==> src/sync_status_pkg.sv <==
// How it works
// Bit 0 of the word at index 0B6h reads 1 while sync evaluation runs, else 0.
// Bit 7 of the word at index 0B7h reads 1 while the sync state machine is busy.
// Bit 6 of the word at index 0B7h reads 1 on an internal sync state error, else 0.
// Bits 3:0 at index 0B7h give the 4-bit machine state; bits 5:4 read as zero.
// Bit 7 at index 0B8h reads 1 once the reference pulse is found and locked.
// Bits 3:0 at index 0BAh give the lock counter; bits 7:4 read as zero.
// Indices 0BBh, 0BCh and 0BDh give delay count, sample enable value and 2-bit phase.
// Lock is declared only after a programmable 4-bit number of equal period checks.
// With auto relock on, a lost lock restarts acquisition; with it off, nothing restarts.
// The adjust delay applied, in clock periods, reads as an 8-bit value.
// Writes to the sync status words are ignored and leave every value unchanged.
package sync_status_pkg;

  // ---------------------------------------------------------------
  // Register indices (byte address is four times the index)
  // ---------------------------------------------------------------
  localparam logic [9:0] IDX_ADJ_DELAY  = 10'h0B5;
  localparam logic [9:0] IDX_EVAL       = 10'h0B6;
  localparam logic [9:0] IDX_FSM        = 10'h0B7;
  localparam logic [9:0] IDX_LOCK       = 10'h0B8;
  localparam logic [9:0] IDX_LOCK_COUNTER   = 10'h0BA;
  localparam logic [9:0] IDX_DELAY_COUNTER  = 10'h0BB;
  localparam logic [9:0] IDX_SAMPLE     = 10'h0BC;
  localparam logic [9:0] IDX_PHASE      = 10'h0BD;
  localparam logic [9:0] IDX_CTRL       = 10'h0E0;
  localparam logic [9:0] IDX_IRQ_STATUS = 10'h0E1;
  localparam logic [9:0] IDX_IRQ_MASK   = 10'h0E2;

  // ---------------------------------------------------------------
  // Field positions and reset values
  // ---------------------------------------------------------------
  localparam int          BIT_EVAL       = 0;
  localparam int          BIT_BUSY       = 7;
  localparam int          BIT_STATE_ERR  = 6;
  localparam int          BIT_LOCKED     = 7;
  localparam int          BIT_RELOCK     = 4;
  localparam int          BIT_ENABLE     = 7;
  localparam int          IRQ_WIDTH      = 3;
  localparam int          EVT_LOCK_GAIN  = 0;
  localparam int          EVT_LOCK_LOST  = 1;
  localparam int          EVT_STATE_ERR  = 2;
  localparam logic [3:0]  THRESH_RESET   = 4'h4;
  localparam logic [7:0]  PERIOD_MAX     = 8'hFF;
  localparam logic [1:0]  RESP_OKAY      = 2'h0;
  localparam logic [1:0]  RESP_SLVERR    = 2'h2;

  // ---------------------------------------------------------------
  // Sync machine states, Gray along idle-seek-measure-locked
  // ---------------------------------------------------------------
  typedef enum logic [3:0] {
    ST_IDLE    = 4'h0,
    ST_SEEK    = 4'h1,
    ST_MEASURE = 4'h3,
    ST_LOCKED  = 4'h2,
    ST_ERROR   = 4'h6
  } sync_state_t;

endpackage : sync_status_pkg

==> src/pin_sync.sv <==
`timescale 1ns/1ps
module pin_sync (
  // Clock and reset
  input  wire logic aclk,
  input  wire logic aresetn,
  // Pin side
  input  wire logic pin_in,
  // Filtered level
  output logic      level_out
);

  logic s1_ff;
  logic s2_ff;
  logic s3_ff;
  logic level_ff;

  // Three-stage capture, change taken when stages two and three agree
  always_ff @(posedge aclk) begin
    if (!aresetn) begin
      s1_ff    <= 1'b0;
      s2_ff    <= 1'b0;
      s3_ff    <= 1'b0;
      level_ff <= 1'b0;
    end else begin
      s1_ff <= pin_in;
      s2_ff <= s1_ff;
      s3_ff <= s2_ff;
      if (s2_ff == s3_ff) begin
        level_ff <= s3_ff;
      end
    end
  end

  assign level_out = level_ff;
endmodule : pin_sync

==> src/sticky_irq.sv <==
`timescale 1ns/1ps
module sticky_irq #(
  parameter int WIDTH = 3
) (
  // Clock and reset
  input  wire logic             aclk,
  input  wire logic             aresetn,
  // Events and software side
  input  wire logic [WIDTH-1:0] event_in,
  input  wire logic             clear_on_read,
  input  wire logic [WIDTH-1:0] mask_in,
  // Status and interrupt
  output logic      [WIDTH-1:0] status_out,
  output logic                  irq
);

  logic [WIDTH-1:0] status_ff;
  logic [WIDTH-1:0] nxt_status;

  // New events win over a clearing read in the same cycle
  assign nxt_status = (clear_on_read ? {WIDTH{1'b0}} : status_ff) | event_in;

  always_ff @(posedge aclk) begin
    if (!aresetn) begin
      status_ff <= '0;
    end else begin
      status_ff <= nxt_status;
    end
  end

  assign status_out = status_ff;
  assign irq        = |(status_ff & mask_in);
endmodule : sticky_irq

==> src/sync_status_readback.sv <==
`timescale 1ns/1ps
module sync_status_readback #(
  parameter int ADDR_W = 12
) (
  // Clock and reset
  input  wire logic              aclk,
  input  wire logic              aresetn,
  // Reference pulse pin
  input  wire logic              sysref_in,
  // AXI4-Lite write address
  input  wire logic [ADDR_W-1:0] s_axi_awaddr,
  input  wire logic              s_axi_awvalid,
  output logic                   s_axi_awready,
  // AXI4-Lite write data
  input  wire logic [31:0]       s_axi_wdata,
  input  wire logic [3:0]        s_axi_wstrb,
  input  wire logic              s_axi_wvalid,
  output logic                   s_axi_wready,
  // AXI4-Lite write response
  output logic [1:0]             s_axi_bresp,
  output logic                   s_axi_bvalid,
  input  wire logic              s_axi_bready,
  // AXI4-Lite read address
  input  wire logic [ADDR_W-1:0] s_axi_araddr,
  input  wire logic              s_axi_arvalid,
  output logic                   s_axi_arready,
  // AXI4-Lite read data
  output logic [31:0]            s_axi_rdata,
  output logic [1:0]             s_axi_rresp,
  output logic                   s_axi_rvalid,
  input  wire logic              s_axi_rready,
  // Interrupt
  output logic                   irq
);

  // ---------------------------------------------------------------
  // Reference pulse capture
  // ---------------------------------------------------------------
  logic sref_lvl;
  logic sref_prev_ff;
  logic sref_edge;

  pin_sync u_pin_sync (
    .aclk      (aclk),
    .aresetn   (aresetn),
    .pin_in    (sysref_in),
    .level_out (sref_lvl)
  );

  // Rising edge of the filtered pulse
  assign sref_edge = sref_lvl && !sref_prev_ff;

  // ---------------------------------------------------------------
  // Control state
  // ---------------------------------------------------------------
  logic        enable_ff;
  logic        relock_ff;
  logic [3:0]  thresh_ff;
  logic [2:0]  mask_ff;

  // ---------------------------------------------------------------
  // Sync state machine
  // ---------------------------------------------------------------
  sync_status_pkg::sync_state_t state_ff;
  sync_status_pkg::sync_state_t nxt_state;
  logic [7:0]  period_cnt_ff;
  logic [7:0]  last_period_ff;
  logic [7:0]  applied_ff;
  logic [7:0]  sample_ff;
  logic [1:0]  phase_ff;
  logic [3:0]  lock_counter_ff;
  logic [3:0]  nxt_lock_counter;
  logic [4:0]  lock_counter_inc;
  logic        equal_check;
  logic        period_full;
  logic        reach_lock;
  logic        lose_lock;
  logic [2:0]  events;

  // Equal check compares this period with the one before
  assign equal_check  = sref_edge && (period_cnt_ff == last_period_ff);
  assign period_full  = !sref_edge && (period_cnt_ff == sync_status_pkg::PERIOD_MAX);
  assign lock_counter_inc = {1'b0, lock_counter_ff} + 5'h01;
  assign reach_lock   = equal_check && (lock_counter_inc >= {1'b0, thresh_ff});
  assign lose_lock    = (state_ff == sync_status_pkg::ST_LOCKED) &&
                        ((sref_edge && !equal_check) || period_full);

  // Next state
  always_comb begin
    nxt_state = state_ff;
    unique case (state_ff)
      sync_status_pkg::ST_IDLE: begin
        if (enable_ff) nxt_state = sync_status_pkg::ST_SEEK;
      end
      sync_status_pkg::ST_SEEK: begin
        if (sref_edge) nxt_state = sync_status_pkg::ST_MEASURE;
      end
      sync_status_pkg::ST_MEASURE: begin
        if (period_full) nxt_state = sync_status_pkg::ST_ERROR;
        else if (reach_lock) nxt_state = sync_status_pkg::ST_LOCKED;
      end
      sync_status_pkg::ST_LOCKED: begin
        if (lose_lock) begin
          nxt_state = relock_ff ? sync_status_pkg::ST_SEEK
                                : sync_status_pkg::ST_ERROR;
        end
      end
      sync_status_pkg::ST_ERROR: begin
        nxt_state = sync_status_pkg::ST_ERROR;
      end
      default: nxt_state = sync_status_pkg::ST_IDLE;
    endcase
    if (!enable_ff) nxt_state = sync_status_pkg::ST_IDLE;
  end

  // Lock counter saturates, restarts on a mismatch
  always_comb begin
    nxt_lock_counter = lock_counter_ff;
    if (state_ff != sync_status_pkg::ST_MEASURE) begin
      nxt_lock_counter = '0;
    end else if (equal_check) begin
      nxt_lock_counter = lock_counter_inc[4] ? lock_counter_ff : lock_counter_inc[3:0];
    end else if (sref_edge) begin
      nxt_lock_counter = '0;
    end
  end

  // Machine registers
  always_ff @(posedge aclk) begin
    if (!aresetn) begin
      state_ff    <= sync_status_pkg::ST_IDLE;
      lock_counter_ff <= '0;
    end else begin
      state_ff    <= nxt_state;
      lock_counter_ff <= nxt_lock_counter;
    end
  end

  // Period measure, phase and sample history
  always_ff @(posedge aclk) begin
    if (!aresetn) begin
      sref_prev_ff   <= 1'b0;
      period_cnt_ff  <= '0;
      last_period_ff <= '0;
      sample_ff      <= '0;
      phase_ff       <= '0;
    end else begin
      sref_prev_ff <= sref_lvl;
      sample_ff    <= {sample_ff[6:0], sref_lvl};
      if (state_ff == sync_status_pkg::ST_IDLE || state_ff == sync_status_pkg::ST_SEEK) begin
        period_cnt_ff  <= '0;
        last_period_ff <= '0;
      end else if (sref_edge) begin
        period_cnt_ff  <= '0;
        last_period_ff <= period_cnt_ff;
        phase_ff       <= period_cnt_ff[1:0];
      end else if (!period_full) begin
        period_cnt_ff  <= period_cnt_ff + 8'h01;
      end
    end
  end

  // Adjust delay taken when lock is declared
  always_ff @(posedge aclk) begin
    if (!aresetn) begin
      applied_ff <= '0;
    end else if (state_ff == sync_status_pkg::ST_MEASURE && reach_lock && !period_full) begin
      applied_ff <= period_cnt_ff;
    end
  end

  // Status flags
  logic eval_active_flag;
  logic busy_flag;
  logic state_err_flag;
  logic sysref_locked_flag;

  assign eval_active_flag   = enable_ff && (state_ff != sync_status_pkg::ST_IDLE);
  assign busy_flag          = (state_ff == sync_status_pkg::ST_SEEK) ||
                              (state_ff == sync_status_pkg::ST_MEASURE);
  assign state_err_flag     = (state_ff == sync_status_pkg::ST_ERROR);
  assign sysref_locked_flag = (state_ff == sync_status_pkg::ST_LOCKED);

  // Events for the interrupt bank
  assign events[sync_status_pkg::EVT_LOCK_GAIN] = (nxt_state == sync_status_pkg::ST_LOCKED) &&
                                                  !sysref_locked_flag;
  assign events[sync_status_pkg::EVT_LOCK_LOST] = lose_lock && enable_ff;
  assign events[sync_status_pkg::EVT_STATE_ERR] = (nxt_state == sync_status_pkg::ST_ERROR) &&
                                                  !state_err_flag;

  // ---------------------------------------------------------------
  // AXI4-Lite slave
  // ---------------------------------------------------------------
  logic              aw_held_ff;
  logic              w_held_ff;
  logic [ADDR_W-1:0] awaddr_ff;
  logic [7:0]        wbyte_ff;
  logic              wlane_ff;
  logic              bvalid_ff;
  logic [1:0]        bresp_ff;
  logic              rvalid_ff;
  logic [1:0]        rresp_ff;
  logic [31:0]       rdata_ff;
  logic              aw_hs;
  logic              w_hs;
  logic              ar_hs;
  logic              do_write;
  logic [ADDR_W-1:0] wr_addr;
  logic [7:0]        wr_byte;
  logic              wr_lane;
  logic [9:0]        wr_idx;
  logic [9:0]        rd_idx;
  logic              wr_align;
  logic              rd_align;
  logic              wr_ctrl;
  logic              wr_mask;
  logic              wr_known;
  logic              rd_known;
  logic              rd_status_clr;
  logic [7:0]        rd_byte;
  logic [2:0]        irq_status;

  assign s_axi_awready = !aw_held_ff && !bvalid_ff;
  assign s_axi_wready  = !w_held_ff && !bvalid_ff;
  assign s_axi_arready = !rvalid_ff;
  assign aw_hs    = s_axi_awvalid && s_axi_awready;
  assign w_hs     = s_axi_wvalid && s_axi_wready;
  assign ar_hs    = s_axi_arvalid && s_axi_arready;
  assign do_write = (aw_held_ff || aw_hs) && (w_held_ff || w_hs);

  // Write decode on the address and data as held or just taken
  assign wr_addr  = aw_hs ? s_axi_awaddr : awaddr_ff;
  assign wr_byte  = w_hs ? s_axi_wdata[7:0] : wbyte_ff;
  assign wr_lane  = w_hs ? s_axi_wstrb[0] : wlane_ff;
  assign wr_idx   = wr_addr[11:2];
  assign wr_align = (wr_addr[1:0] == 2'h0);
  assign wr_ctrl  = do_write && wr_align && wr_lane && (wr_idx == sync_status_pkg::IDX_CTRL);
  assign wr_mask  = do_write && wr_align && wr_lane && (wr_idx == sync_status_pkg::IDX_IRQ_MASK);
  // Status words accept the write and drop it
  assign wr_known = wr_align && (((wr_idx >= sync_status_pkg::IDX_ADJ_DELAY) &&
                    (wr_idx <= sync_status_pkg::IDX_PHASE) &&
                    (wr_idx != 10'h0B9)) || (wr_idx == sync_status_pkg::IDX_CTRL) ||
                    (wr_idx == sync_status_pkg::IDX_IRQ_STATUS) ||
                    (wr_idx == sync_status_pkg::IDX_IRQ_MASK));

  // Read decode
  assign rd_idx        = s_axi_araddr[11:2];
  assign rd_align      = (s_axi_araddr[1:0] == 2'h0);
  assign rd_status_clr = ar_hs && rd_align && (rd_idx == sync_status_pkg::IDX_IRQ_STATUS);
  always_comb begin
    rd_byte  = 8'h00;
    rd_known = rd_align;
    unique case (rd_idx)
      sync_status_pkg::IDX_ADJ_DELAY:  rd_byte = applied_ff;
      sync_status_pkg::IDX_EVAL:       rd_byte = {7'h00, eval_active_flag};
      sync_status_pkg::IDX_FSM:        rd_byte = {busy_flag, state_err_flag, 2'h0,
                                                  state_ff}; // see see
      sync_status_pkg::IDX_LOCK:       rd_byte = {sysref_locked_flag, 7'h00};
      sync_status_pkg::IDX_LOCK_COUNTER:   rd_byte = {4'h0, lock_counter_ff};
      sync_status_pkg::IDX_DELAY_COUNTER:  rd_byte = period_cnt_ff;
      sync_status_pkg::IDX_SAMPLE:     rd_byte = sample_ff;
      sync_status_pkg::IDX_PHASE:      rd_byte = {6'h00, phase_ff};
      sync_status_pkg::IDX_CTRL:       rd_byte = {enable_ff, 2'h0, relock_ff, thresh_ff};
      sync_status_pkg::IDX_IRQ_STATUS: rd_byte = {5'h00, irq_status};
      sync_status_pkg::IDX_IRQ_MASK:   rd_byte = {5'h00, mask_ff};
      default:                         rd_known = 1'b0;
    endcase
  end

  // Write channel holding and response
  always_ff @(posedge aclk) begin
    if (!aresetn) begin
      aw_held_ff <= 1'b0;
      w_held_ff  <= 1'b0;
      awaddr_ff  <= '0;
      wbyte_ff   <= '0;
      wlane_ff   <= 1'b0;
      bvalid_ff  <= 1'b0;
      bresp_ff   <= sync_status_pkg::RESP_OKAY;
    end else begin
      if (aw_hs) awaddr_ff <= s_axi_awaddr;
      if (w_hs) begin
        wbyte_ff <= s_axi_wdata[7:0];
        wlane_ff <= s_axi_wstrb[0];
      end
      if (do_write) begin
        aw_held_ff <= 1'b0;
        w_held_ff  <= 1'b0;
        bvalid_ff  <= 1'b1;
        bresp_ff   <= wr_known ? sync_status_pkg::RESP_OKAY : sync_status_pkg::RESP_SLVERR;
      end else begin
        aw_held_ff <= aw_held_ff || aw_hs;
        w_held_ff  <= w_held_ff || w_hs;
        if (s_axi_bready) bvalid_ff <= 1'b0;
      end
    end
  end

  // Writable control words
  always_ff @(posedge aclk) begin
    if (!aresetn) begin
      enable_ff <= 1'b0;
      relock_ff <= 1'b0;
      thresh_ff <= sync_status_pkg::THRESH_RESET;
      mask_ff   <= '0;
    end else begin
      if (wr_ctrl) begin
        enable_ff <= wr_byte[sync_status_pkg::BIT_ENABLE];
        relock_ff <= wr_byte[sync_status_pkg::BIT_RELOCK];
        thresh_ff <= wr_byte[3:0];
      end
      if (wr_mask) mask_ff <= wr_byte[2:0];
    end
  end

  // Read data register
  always_ff @(posedge aclk) begin
    if (!aresetn) begin
      rvalid_ff <= 1'b0;
      rdata_ff  <= '0;
      rresp_ff  <= sync_status_pkg::RESP_OKAY;
    end else if (ar_hs) begin
      rvalid_ff <= 1'b1;
      rdata_ff  <= rd_known ? {24'h000000, rd_byte} : 32'h00000000;
      rresp_ff  <= rd_known ? sync_status_pkg::RESP_OKAY : sync_status_pkg::RESP_SLVERR;
    end else if (s_axi_rready) begin
      rvalid_ff <= 1'b0;
    end
  end

  assign s_axi_bvalid = bvalid_ff;
  assign s_axi_bresp  = bresp_ff;
  assign s_axi_rvalid = rvalid_ff;
  assign s_axi_rdata  = rdata_ff;
  assign s_axi_rresp  = rresp_ff;

  // ---------------------------------------------------------------
  // Interrupt bank
  // ---------------------------------------------------------------
  sticky_irq #(
    .WIDTH (sync_status_pkg::IRQ_WIDTH)
  ) u_sticky_irq (
    .aclk          (aclk),
    .aresetn       (aresetn),
    .event_in      (events),
    .clear_on_read (rd_status_clr),
    .mask_in       (mask_ff),
    .status_out    (irq_status),
    .irq           (irq)
  );
endmodule : sync_status_readback

==> config.mk <==
export PLATFORM = sky130hd
export DESIGN_NAME = sync_status_readback
export DESIGN_NICKNAME = d
export VERILOG_FILES = /design/src/sync_status_pkg.sv /design/src/pin_sync.sv /design/src/sticky_irq.sv /design/src/sync_status_readback.sv
export SDC_FILE = /design/constraint.sdc
export NUM_CORES = 1
export LEC_CHECK = 0
export ABC_CLOCK_PERIOD_IN_PS = 2600
export BUFFER_PORTS_ARGS = -buffer_cell sky130_fd_sc_hd__buf_2
export CORE_MARGIN = 5
export CORE_UTILIZATION = 50
export DETAILED_ROUTE_END_ITERATION = 10
export PLACE_DENSITY = 0.77
export SLEW_MARGIN = 20
export SYNTH_ARGS = -nofsm -noshare
export SYNTH_HDL_FRONTEND = slang
export SYNTH_HIERARCHICAL = 1
export SYNTH_SLANG_ARGS = --single-unit
==> constraint.sdc <==
create_clock -name aclk -period 2.6 [get_ports aclk]
set_input_delay 0.65 -clock aclk [delete_from_list [all_inputs] [get_ports aclk]]
set_output_delay 0.65 -clock aclk [all_outputs]
set_load 0.01 [all_outputs]
After elaboration in Yosys (flattened, before gate mapping)
Index checks and enable logic that the tools add are counted.
{"block": "word_totals", "register_bits": 120, "latchBits": 0, "mem_bits_rw": 0, "romBits": 0, "in_bits": 68, "out_inout_bits": 42, "elab_cells": 146, "memories": 0}
{"block": "op_classes", "add_sub_neg": 2, "mul": 0, "div_mod_pow": 0, "order_cmp": 3, "eq_ne": 26, "shift": 0, "muxes": 23, "n_bitwise": 4, "n_reduce_logical": 60}
{"cell": "10-bit by 8-bit == test with 1-bit output, second input constant", "count": 14}
{"cell": "8-bit one-hot mux with 11 select lines", "count": 1}
{"cell": "4-bit two-way mux", "count": 8}
{"cell": "1-bit logical AND", "count": 27}
{"cell": "4-bit one-hot mux with 5 select lines", "count": 1}
{"cell": "8-bit two-way mux", "count": 2}
{"cell": "4-bit by 2-bit == test with 1-bit output, second input constant", "count": 3}
{"cell": "12-bit two-way mux", "count": 1}
{"cell": "11-bit OR reduction", "count": 1}
{"cell": "10-bit by 8-bit greater-or-equal comparator with 1-bit output, second input constant", "count": 1}
{"cell": "10-bit by 8-bit <= comparator with 1-bit output, second input constant", "count": 1}
{"cell": "1-bit logical NOT", "count": 10}
{"cell": "10-bit by 8-bit inequality test with 1-bit output, second input constant", "count": 1}
{"cell": "8-bit by 1-bit adder with 8-bit output, second input constant", "count": 1}
{"cell": "4-bit by 3-bit == test with 1-bit output, second input constant", "count": 2}
{"cell": "8-bit == test", "count": 1}
{"cell": "8-bit == test, second input constant", "count": 1}
{"cell": "1-bit logical OR", "count": 8}
{"cell": "1-bit two-way mux", "count": 6}
{"cell": "3-bit two-way mux", "count": 2}
{"cell": "2-bit nonzero test", "count": 3}
{"cell": "2-bit OR reduction", "count": 3}
{"cell": "3-bit OR reduction", "count": 2}
{"cell": "4-bit by 1-bit adder with 5-bit output, second input constant", "count": 1}
{"cell": "13 further kinds", "count": 17}

Longest topological paths before layout
Gate-level depths: netlist of the first run.
{"block": "logic_depth", "depth_word": 13, "depth_mapped": 9, "depth_no_buf": 8}

Cells and area by module
Netlist of the first run, hierarchy kept.
{"mod": "sync_status_readback", "n_inst": 1, "cells_each": 559, "area_each_um2": 4636.9, "seq_area_each_um2": 1681.6}
{"mod": "pin_sync", "n_inst": 1, "cells_each": 10, "area_each_um2": 116.4, "seq_area_each_um2": 80.1}
{"mod": "sticky_irq", "n_inst": 1, "cells_each": 11, "area_each_um2": 115.1, "seq_area_each_um2": 60.1}

Least setup slack after synthesis of the first run
No wires, ideal clock.
{"block": "synth_timing", "path_kind": "input-to-reg", "from": "input s_axi_awvalid", "to": "register enable_ff", "setup_ns": 0.121, "arrival_time_ns": 2.293, "required_time_ns": 2.479, "slack_ns": 0.186, "stages": 6, "n_path_buf": 1, "cell_sequence": "or3b_1 -> buf_2 -> nor4_4 -> o21ai_2 -> nor4_4 -> mux2_2"}
{"block": "synth_between", "elab_chain_cells": 6, "word_cells_on_any_way": 9, "cone_classes": "1 x eq/ne; 1 x mux; 7 x reduce/logical"}
{"element": "start: declaration", "line_no": "sync_status_readback.sv:12", "rtl": "input wire logic s_axi_awvalid,"}
{"element": "1-bit logical AND (*)", "line_no": "sync_status_readback.sv:226", "rtl": "assign aw_hs = s_axi_awvalid && s_axi_awready;"}
{"element": "branches (longest 4 deep; another with 12-bit two-way mux)"}
{"element": "1-bit logical AND (*)", "line_no": "sync_status_readback.sv:237", "rtl": "assign wr_ctrl = do_write && wr_align && wr_lane && (wr_idx == sync_status_pkg::IDX_CTRL);"}
{"element": "end signal: assignment", "line_no": "sync_status_readback.sv:308", "rtl": "enable_ff <= wr_byte[sync_status_pkg::BIT_ENABLE];"}
{"element": "end: declaration", "line_no": "sync_status_readback.sv:56", "rtl": "logic enable_ff;"}
Every way passes the cells marked *.
A chain may end at the register's enable or synchronous reset.

Worst setup path in the final report of the first run
{"block": "layout_timing", "from": "input s_axi_awaddr[11]", "to": "register enable_ff"}
{"block": "layout_between", "elab_chain_cells": 3}
{"element": "start: declaration", "line_no": "sync_status_readback.sv:11", "rtl": "input wire logic [ADDR_W-1:0] s_axi_awaddr,"}
{"element": "12-bit two-way mux"}
{"element": "10-bit by 8-bit == test with 1-bit output", "line_no": "sync_status_readback.sv:237"}
{"element": "1-bit logical AND", "line_no": "sync_status_readback.sv:237"}
Every way passes these cells.

==> impl_metrics.prom, run 1 <==
# TYPE chip_impl_metric gauge
chip_impl_metric{name="hold_viol",unit=""} 0
chip_impl_metric{name="timing.fmax",unit="MHz"} 448.2
chip_impl_metric{name="synth_area",unit="µm²"} 4868
chip_impl_metric{name="min_delay_path_depth",unit=""} 1
chip_impl_metric{name="dpl.hpwl",unit="µm"} 8440
chip_impl_metric{name="power.combinational.fraction",unit="%"} 10.8
chip_impl_info{name="cts_tree",value="done"} 1
chip_impl_metric{name="wirelength",unit="µm"} 11350
chip_impl_info{name="timing_worst_setup_path_type",value="in -> reg"} 1
chip_impl_metric{name="synthCells",unit=""} 580
chip_impl_metric{name="worst_setup_hold_path_clk_slew",unit="ns"} 0.09
chip_impl_metric{name="multiInputGateArea",unit="µm²"} 2751
chip_impl_metric{name="cts_made_buffers",unit=""} 9
chip_impl_metric{name="cts_repair_resizes",unit=""} 0
chip_impl_metric{name="max-slew-margin-rel",unit="%"} 59.88
chip_impl_metric{name="gpl.final_weighted_congestion",unit=""} 0.8754
chip_impl_metric{name="critical_path_required",unit="ns"} 2.86
chip_impl_metric{name="power.internal",unit="mW"} 2.218
chip_impl_metric{name="drtIter0Drc",unit=""} 439
chip_impl_metric{name="core",unit="µm²"} 9639
chip_impl_metric{name="static-leakage-power",unit="nW"} 2.202
chip_impl_metric{name="drt-wirelength-per-cell",unit="µm"} 14.62
chip_impl_metric{name="combined_flip_flop_and_latch_cell_area",unit="µm²"} 1822
chip_impl_metric{name="period_needed",unit="ns"} 2.231
chip_impl_metric{name="drt.antenna.violating_nets",unit=""} 0
chip_impl_info{name="crit_path_end_kind",value="flop"} 1
chip_impl_metric{name="grt_first_pass_wirelength",unit="µm"} 18690
chip_impl_metric{name="groute.usage.overall",unit="%"} 19.87
chip_impl_metric{name="die_x",unit="µm"} 108.7
chip_impl_metric{name="drt-vias-per-instance",unit=""} 5.530
chip_impl_metric{name="max-clock-path-buffers",unit=""} 2
chip_impl_metric{name="num_antenna_cells",unit=""} 0
chip_impl_metric{name="first_global_vias",unit=""} 3942
chip_impl_metric{name="fin_skew",unit="ns"} 0.01173
chip_impl_metric{name="dieArea",unit="µm²"} 11810
chip_impl_metric{name="crit_fanout",unit=""} 5
chip_impl_metric{name="hold_buffers",unit=""} 0
chip_impl_info{name="primary_ff_master_synth",value="sky130_fd_sc_hd__dfxtp_1"} 1
chip_impl_info{name="commonest_cells_after_routing_fill_and_taps_aside",value="sky130_fd_sc_hd__nand2_1 (91), sky130_fd_sc_hd__dfxtp_1 (91), sky130_fd_sc_hd__buf_2 (54)"} 1
chip_impl_metric{name="seq_area_frac_synth",unit="%"} 37.42
chip_impl_metric{name="tritoncts_num_sinks",unit=""} 91
chip_impl_metric{name="power.share.clock",unit="%"} 39.4
chip_impl_metric{name="vdd.ir_drop.worst",unit="mV"} 0.2732
chip_impl_metric{name="area_growth",unit="%"} 13.75
chip_impl_metric{name="std_cell_rows",unit=""} 36
chip_impl_info{name="critical_path.startpoint_type",value="primary input"} 1
chip_impl_metric{name="synth.lib_cells_used.distinct",unit=""} 67
chip_impl_metric{name="drv_slew",unit=""} 0
chip_impl_metric{name="worstMarginPinSlew",unit="ns"} 0.6019
chip_impl_metric{name="drive_above_1_share",unit="%"} 18.35
chip_impl_info{name="rsz0062_at_grt",value="no"} 1
chip_impl_metric{name="port-buffer-count",unit=""} 54
chip_impl_info{name="holdCritPathClass",value="reg -> reg"} 1
chip_impl_metric{name="antenna_violations_before_repair",unit=""} 0
chip_impl_metric{name="vias",unit=""} 4291
chip_impl_metric{name="switching_share",unit="%"} 24.11
chip_impl_metric{name="globalRoute.totalOverflow",unit=""} 0
chip_impl_metric{name="clock_latency",unit="ns"} 0.37
chip_impl_metric{name="fin_cells",unit=""} 776
chip_impl_metric{name="drcViolationCount",unit=""} 0
chip_impl_info{name="hold_path_origin",value="u_pin_sync/s1_ff"} 1
chip_impl_metric{name="die-height",unit="µm"} 108.7
chip_impl_metric{name="postSynthRegisterBits",unit=""} 91
chip_impl_metric{name="timing.max_cap.violations",unit=""} 0
chip_impl_metric{name="grt_start_max_net_pins",unit=""} 35
chip_impl_metric{name="synth_edf_count",unit=""} 0
chip_impl_info{name="min_delay_worst_endpoint",value="u_pin_sync/s2_ff"} 1
chip_impl_metric{name="powerDensity",unit="nW/µm²"} 527.7
chip_impl_metric{name="dpl-instance-area",unit="µm²"} 5296
chip_impl_metric{name="finalSetupViolCount",unit=""} 0
chip_impl_metric{name="ff2ff_path_depth",unit=""} 5
chip_impl_metric{name="ys_async_sr_fraction",unit="%"} 0
chip_impl_metric{name="io_pins",unit=""} 110
chip_impl_metric{name="flop_pwr_share",unit="%"} 49.7
chip_impl_metric{name="cell_count_after_placement",unit=""} 760
chip_impl_info{name="timing.rr.start",value="awaddr_ff[11]"} 1
chip_impl_info{name="run_status",value="finished, final reports clean"} 1
chip_impl_metric{name="cts_post_setup_buffers_inserted",unit=""} 0
chip_impl_metric{name="fill_cell_count",unit=""} 849
chip_impl_metric{name="worst-r2r-setup-slack",unit="ns"} 0.37
chip_impl_metric{name="initial_core_util",unit="%"} 50.51
chip_impl_metric{name="post-route-period-util",unit="%"} 85.82
chip_impl_info{name="r2r_end",value="enable_ff"} 1
chip_impl_metric{name="critPathArrivalTime",unit="ns"} 2.49
chip_impl_metric{name="synth-warning-count",unit=""} 6
chip_impl_metric{name="drt_pass1_iterations",unit=""} 5
chip_impl_metric{name="synth.avg_cell_area",unit="µm²"} 8.394
chip_impl_metric{name="layout.cell_area.non_filler",unit="µm²"} 5538
chip_impl_metric{name="cts_htree_levels",unit=""} 3
chip_impl_metric{name="hold_ws",unit="ns"} 0.4338
chip_impl_metric{name="p_sw",unit="mW"} 0.7044
chip_impl_metric{name="number_of_nets_in_the_layout",unit=""} 712
chip_impl_info{name="cp-startpoint",value="s_axi_awaddr[11]"} 1
chip_impl_info{name="cts_root_buffer",value="sky130_fd_sc_hd__clkbuf_8"} 1
-- stage by stage --
stage	TNS [ns]	setup WS (ns)	util (%)	total power, mW
2_1_floorplan	0	0.1860	-	1.712
3_3_place_gp	0	0.04190	54.95	1.787
3_5_place_dp	-0.04261	-0.01702	54.95	1.796
4_1_cts	0	0.3550	57.45	2.942
5_1_grt	0	0.2425	57.45	3.048
6_report	0	0.3687	57.45	2.922
-- logic make-up after synthesis --
group,count (synthesis),synth area share [%]
and+or+nand+nor,239,26.91
xor gates and xnor gates,16,2.878
AOI/OAI and AO/OA,120,16.99
DFF,91,37.42
muxes,29,6.117
buffers and inverters,78,8.070
adders and majority gates,6,1.542
other,1,0.07703
-- cell usage after synthesis, types with 3 or more instances --
library cell	n	area [µm²]
sky130_fd_sc_hd__o21a_1	7	52.55
sky130_fd_sc_hd__mux2i_1	23	230.2
sky130_fd_sc_hd__buf_4	26	195.2
sky130_fd_sc_hd__nor3b_1	5	37.54
sky130_fd_sc_hd__xor2_1	4	35.03
sky130_fd_sc_hd__nand2b_1	7	43.79
sky130_fd_sc_hd__nand4_1	8	50.05
sky130_fd_sc_hd__and2_1	21	131.4
sky130_fd_sc_hd__a211oi_1	7	52.55
sky130_fd_sc_hd__a31oi_1	6	37.54
sky130_fd_sc_hd__nand3_1	14	70.07
sky130_fd_sc_hd__a221oi_1	9	78.83
sky130_fd_sc_hd__nor2_1	26	97.59
sky130_fd_sc_hd__o211a_1	3	30.03
sky130_fd_sc_hd__a21oi_1	24	120.1
sky130_fd_sc_hd__nand4b_1	3	26.28
sky130_fd_sc_hd__clkbuf_1	32	120.1
sky130_fd_sc_hd__inv_1	17	63.81
sky130_fd_sc_hd__a22oi_1	5	37.54
sky130_fd_sc_hd__nor4_1	6	37.54
sky130_fd_sc_hd__mux2_2	6	67.56
sky130_fd_sc_hd__or2_2	3	18.77
sky130_fd_sc_hd__nor2b_1	14	87.58
sky130_fd_sc_hd__nor3_1	11	55.05
sky130_fd_sc_hd__nand2_1	91	341.6
sky130_fd_sc_hd__and4_1	3	26.28
sky130_fd_sc_hd__a21boi_0	13	97.59
sky130_fd_sc_hd__and3_1	3	18.77
sky130_fd_sc_hd__ha_1	6	75.07
sky130_fd_sc_hd__xnor2_1	12	105.1
sky130_fd_sc_hd__or4bb_1	3	33.78
sky130_fd_sc_hd__dfxtp_1	91	1822
sky130_fd_sc_hd__nor4b_1	6	52.55
sky130_fd_sc_hd__o21ai_0	21	105.1
-- worst max-delay path by stage --
stage / cells past startpoint / slack [ns] / end
floorplan: 6 / 0.19 / enable_ff
global placement: 6 / 0.04 / thresh_ff[2]
detailed placement: 6 / -0.02 / enable_ff
CTS: 5 / 0.36 / enable_ff
global route: 8 / 0.24 / u_sticky_irq/status_out[0]
finish: 6 / 0.37 / enable_ff
-- power groups by stage --
stage / clock network [mW] / registers, mW / logic [mW]
after global placement: 0 / 1.48 / 0.303
after detailed placement: 0 / 1.49 / 0.310
after floorplan: 0 / 1.48 / 0.230
after global routing: 1.24 / 1.46 / 0.351
after CTS: 1.17 / 1.45 / 0.314
final: 1.15 / 1.45 / 0.317
-- flip-flops by register name (all words and copies together), names as in the netlist, 2 cells and up --
signal	flops
applied_ff	8
awaddr_ff	12
last_period_ff	8
lock_counter_ff	4
mask_ff	3
period_cnt_ff	8
phase_ff	2
s_axi_rdata	8
sample_ff	8
state_ff	4
thresh_ff	4
u_sticky_irq/status_out	3
wbyte_ff	6
-- metal layers --
layer  global-route usage [%]  share of wire, %
met1                    25.82                45
met2                    32.57                47
met3                    3.552               6.1
met4                    8.206               2.4
met5                        0                 0
-- critical path, cell delays in order --
cell                      delay [ns]
sky130_fd_sc_hd__buf_2          0.10
sky130_fd_sc_hd__or4bb_1        0.56
sky130_fd_sc_hd__nor4_4         0.18
sky130_fd_sc_hd__o21ai_2        0.16
sky130_fd_sc_hd__nor4_4         0.46
sky130_fd_sc_hd__mux2_2         0.38
-- final cells by class --
class,count,share of cell area (%)
clock buffers,11,2.553
clock inverters,5,1.808
inverters,17,1.152
multi-input cells,437,49.68
flip-flops and latches,91,32.90
well taps,133,3.005
repair buffers,82,8.902
(Power assumes the default switching activity.)
==> inputs of run 2 (changes only) <==
ABC_CLOCK_PERIOD_IN_PS = 2350   (was 2600)
clock period = 2.35 ns   (was 2.6 ns; I/O delays follow)
==> impl_metrics.prom, run 2 (synthesis results as in run 1) <==
# TYPE chip_impl_metric gauge
chip_impl_metric{name="die-height",unit="µm"} 108.7
chip_impl_metric{name="period_needed",unit="ns"} 2.219
chip_impl_metric{name="drt_pass1_iterations",unit=""} 5
chip_impl_info{name="timing_worst_setup_path_type",value="reg -> reg"} 1
chip_impl_info{name="hold_path_origin",value="sysref_in"} 1
chip_impl_info{name="cts_tree",value="done"} 1
chip_impl_metric{name="hold_buffers",unit=""} 0
chip_impl_info{name="critical_path.cell_chain",value="or3b_1 -> nor4_4 -> o21ai_2 -> nor4_4 -> mux2_2"} 1
chip_impl_metric{name="dieArea",unit="µm²"} 11810
chip_impl_metric{name="fin_cells",unit=""} 791
chip_impl_metric{name="vias",unit=""} 4335
chip_impl_metric{name="groute.usage.overall",unit="%"} 20.18
chip_impl_metric{name="initial_core_util",unit="%"} 50.51
chip_impl_info{name="holdCritPathClass",value="in -> reg"} 1
chip_impl_info{name="critical_path.startpoint_type",value="flop"} 1
chip_impl_metric{name="drt.antenna.violating_nets",unit=""} 0
chip_impl_metric{name="wirelength",unit="µm"} 11650
chip_impl_info{name="cp-startpoint",value="s_axi_bvalid"} 1
chip_impl_metric{name="drv_slew",unit=""} 0
chip_impl_metric{name="max-clock-path-buffers",unit=""} 2
chip_impl_metric{name="worst-r2r-setup-slack",unit="ns"} 0.13
chip_impl_info{name="run_status",value="finished, final reports clean"} 1
chip_impl_info{name="critical_path_slowest_stage_cell",value="sky130_fd_sc_hd__or3b_1"} 1
chip_impl_metric{name="num_antenna_cells",unit=""} 0
chip_impl_metric{name="static-leakage-power",unit="nW"} 2.256
chip_impl_info{name="rsz0062_at_grt",value="no"} 1
chip_impl_metric{name="cts_htree_levels",unit=""} 3
chip_impl_info{name="crit_path_end_kind",value="flop"} 1
chip_impl_metric{name="dpl.hpwl",unit="µm"} 8806
chip_impl_metric{name="cts_made_buffers",unit=""} 9
chip_impl_metric{name="largest_register_ffs",unit=""} 12
chip_impl_info{name="max_flop_register",value="awaddr_ff"} 1
chip_impl_metric{name="cell_count_after_placement",unit=""} 775
chip_impl_metric{name="io_pins",unit=""} 110
chip_impl_metric{name="first_global_vias",unit=""} 4124
chip_impl_metric{name="core",unit="µm²"} 9639
chip_impl_metric{name="fill_cell_count",unit=""} 877
chip_impl_metric{name="worst-path-buf-inv",unit=""} 0
chip_impl_metric{name="multiInputGateArea",unit="µm²"} 2751
chip_impl_metric{name="drt-vias-per-instance",unit=""} 5.480
chip_impl_info{name="cp_common_cell",value="sky130_fd_sc_hd__nor4_4"} 1
chip_impl_info{name="critical-path-top-delay-family",value="simple AND/OR/NAND/NOR gates"} 1
chip_impl_metric{name="finalSetupViolCount",unit=""} 0
chip_impl_metric{name="grt_first_pass_wirelength",unit="µm"} 19130
chip_impl_metric{name="clock_latency",unit="ns"} 0.38
chip_impl_metric{name="cts_repair_resizes",unit=""} 0
chip_impl_metric{name="grt_start_max_net_pins",unit=""} 34
chip_impl_info{name="r2r_end",value="thresh_ff[3]"} 1
chip_impl_info{name="timing.rr.start",value="s_axi_bvalid"} 1
chip_impl_metric{name="critical_path_required",unit="ns"} 2.61
chip_impl_metric{name="die_x",unit="µm"} 108.7
chip_impl_metric{name="hold_viol",unit=""} 0
chip_impl_metric{name="worstMarginPinSlew",unit="ns"} 0.7067
chip_impl_metric{name="combined_flip_flop_and_latch_cell_area",unit="µm²"} 1822
chip_impl_metric{name="cts_post_setup_buffers_inserted",unit=""} 0
chip_impl_info{name="min_delay_worst_endpoint",value="u_pin_sync/s1_ff"} 1
chip_impl_metric{name="max-slew-margin-rel",unit="%"} 52.23
chip_impl_metric{name="timing.max_cap.violations",unit=""} 0
chip_impl_info{name="cts_root_buffer",value="sky130_fd_sc_hd__clkbuf_8"} 1
chip_impl_metric{name="port-buffer-count",unit=""} 54
chip_impl_metric{name="antenna_violations_before_repair",unit=""} 0
chip_impl_metric{name="vdd.ir_drop.worst",unit="mV"} 0.2797
chip_impl_metric{name="powerDensity",unit="nW/µm²"} 564.3
chip_impl_metric{name="ff2ff_path_depth",unit=""} 5
chip_impl_metric{name="tritoncts_num_sinks",unit=""} 91
chip_impl_metric{name="crit_fanout",unit=""} 8
chip_impl_metric{name="timing.fmax",unit="MHz"} 450.7
chip_impl_metric{name="worst_setup_hold_path_clk_slew",unit="ns"} 0.09
chip_impl_metric{name="hold_ws",unit="ns"} 0.4164
chip_impl_info{name="commonest_cells_after_routing_fill_and_taps_aside",value="sky130_fd_sc_hd__nand2_1 (91), sky130_fd_sc_hd__dfxtp_1 (91), sky130_fd_sc_hd__buf_2 (54)"} 1
chip_impl_metric{name="min_delay_path_depth",unit=""} 2
chip_impl_metric{name="fin_setup_tns",unit="ns"} 0
chip_impl_metric{name="gpl.final_weighted_congestion",unit=""} 0.8452
chip_impl_metric{name="globalRoute.totalOverflow",unit=""} 0
chip_impl_metric{name="area_growth",unit="%"} 15.50
chip_impl_metric{name="number_of_nets_in_the_layout",unit=""} 727
chip_impl_metric{name="critPathArrivalTime",unit="ns"} 2.48
chip_impl_metric{name="drive_above_1_share",unit="%"} 20.36
chip_impl_metric{name="drcViolationCount",unit=""} 0
chip_impl_metric{name="post-route-period-util",unit="%"} 94.42
chip_impl_metric{name="fin_skew",unit="ns"} 0.01448
chip_impl_metric{name="critPathMaxStageDelay",unit="ns"} 0.49
chip_impl_metric{name="std_cell_rows",unit=""} 36
chip_impl_metric{name="drtIter0Drc",unit=""} 341
chip_impl_metric{name="drt-wirelength-per-cell",unit="µm"} 14.73
run 2: changes by cell type in the layout (fill, tap and decap cells not counted), sizes merged:
| cell | change |
|---|---|
| buf | +15 |
| clkinvlp | +2 |
| clkbuf | -1 |
| bufinv | -1 |
run 2: through the flow:
step,total power [mW],worst slack [ns],area [µm²],utilization (%)
global placement,1.994,-0.1344,5396,55.98
CTS,3.187,0.1062,5623,58.33
finish,3.173,0.1311,5623,58.33
global route,3.297,0.03962,5623,58.33
detailed placement,2.006,-0.2047,5396,55.98
floorplan,1.894,-0.001481,4966,-
run 2: area by class of cell:
| class | instances | area share (%) |
|---|---|---|
| multi-input cells | 437 | 48.93 |
| flip-flops and latches | 91 | 32.40 |
| repair buffers | 97 | 10.55 |
| well taps | 133 | 2.960 |
| clock buffers | 10 | 2.448 |
| clock inverters | 6 | 1.580 |
| inverters | 17 | 1.135 |
run 2: worst max path at each step:
stage,slack (ns),cells after the start,end
after floorplan,-0.001,6,enable_ff
after global placement,-0.13,6,thresh_ff[2]
after detailed placement,-0.20,6,thresh_ff[2]
after CTS,0.11,5,thresh_ff[3]
after global routing,0.04,5,thresh_ff[3]
final,0.13,5,thresh_ff[3]
run 2: where the power goes:
group | internal, mW | switching, mW | total (mW)
Sequential | 1.58 | 0.0289 | 1.61
Clock | 0.627 | 0.573 | 1.20
Combinational | 0.152 | 0.211 | 0.363
Total | 2.36 | 0.813 | 3.17
run 2: routing by layer:
layer  vias up  GRT usage [%]  wire [µm]
li1       2146              -          -
met2       113          33.41       5478
met5         -              0          0
met3        21          3.197        662
met4         0          8.927        232
met1      2055          25.96       5279
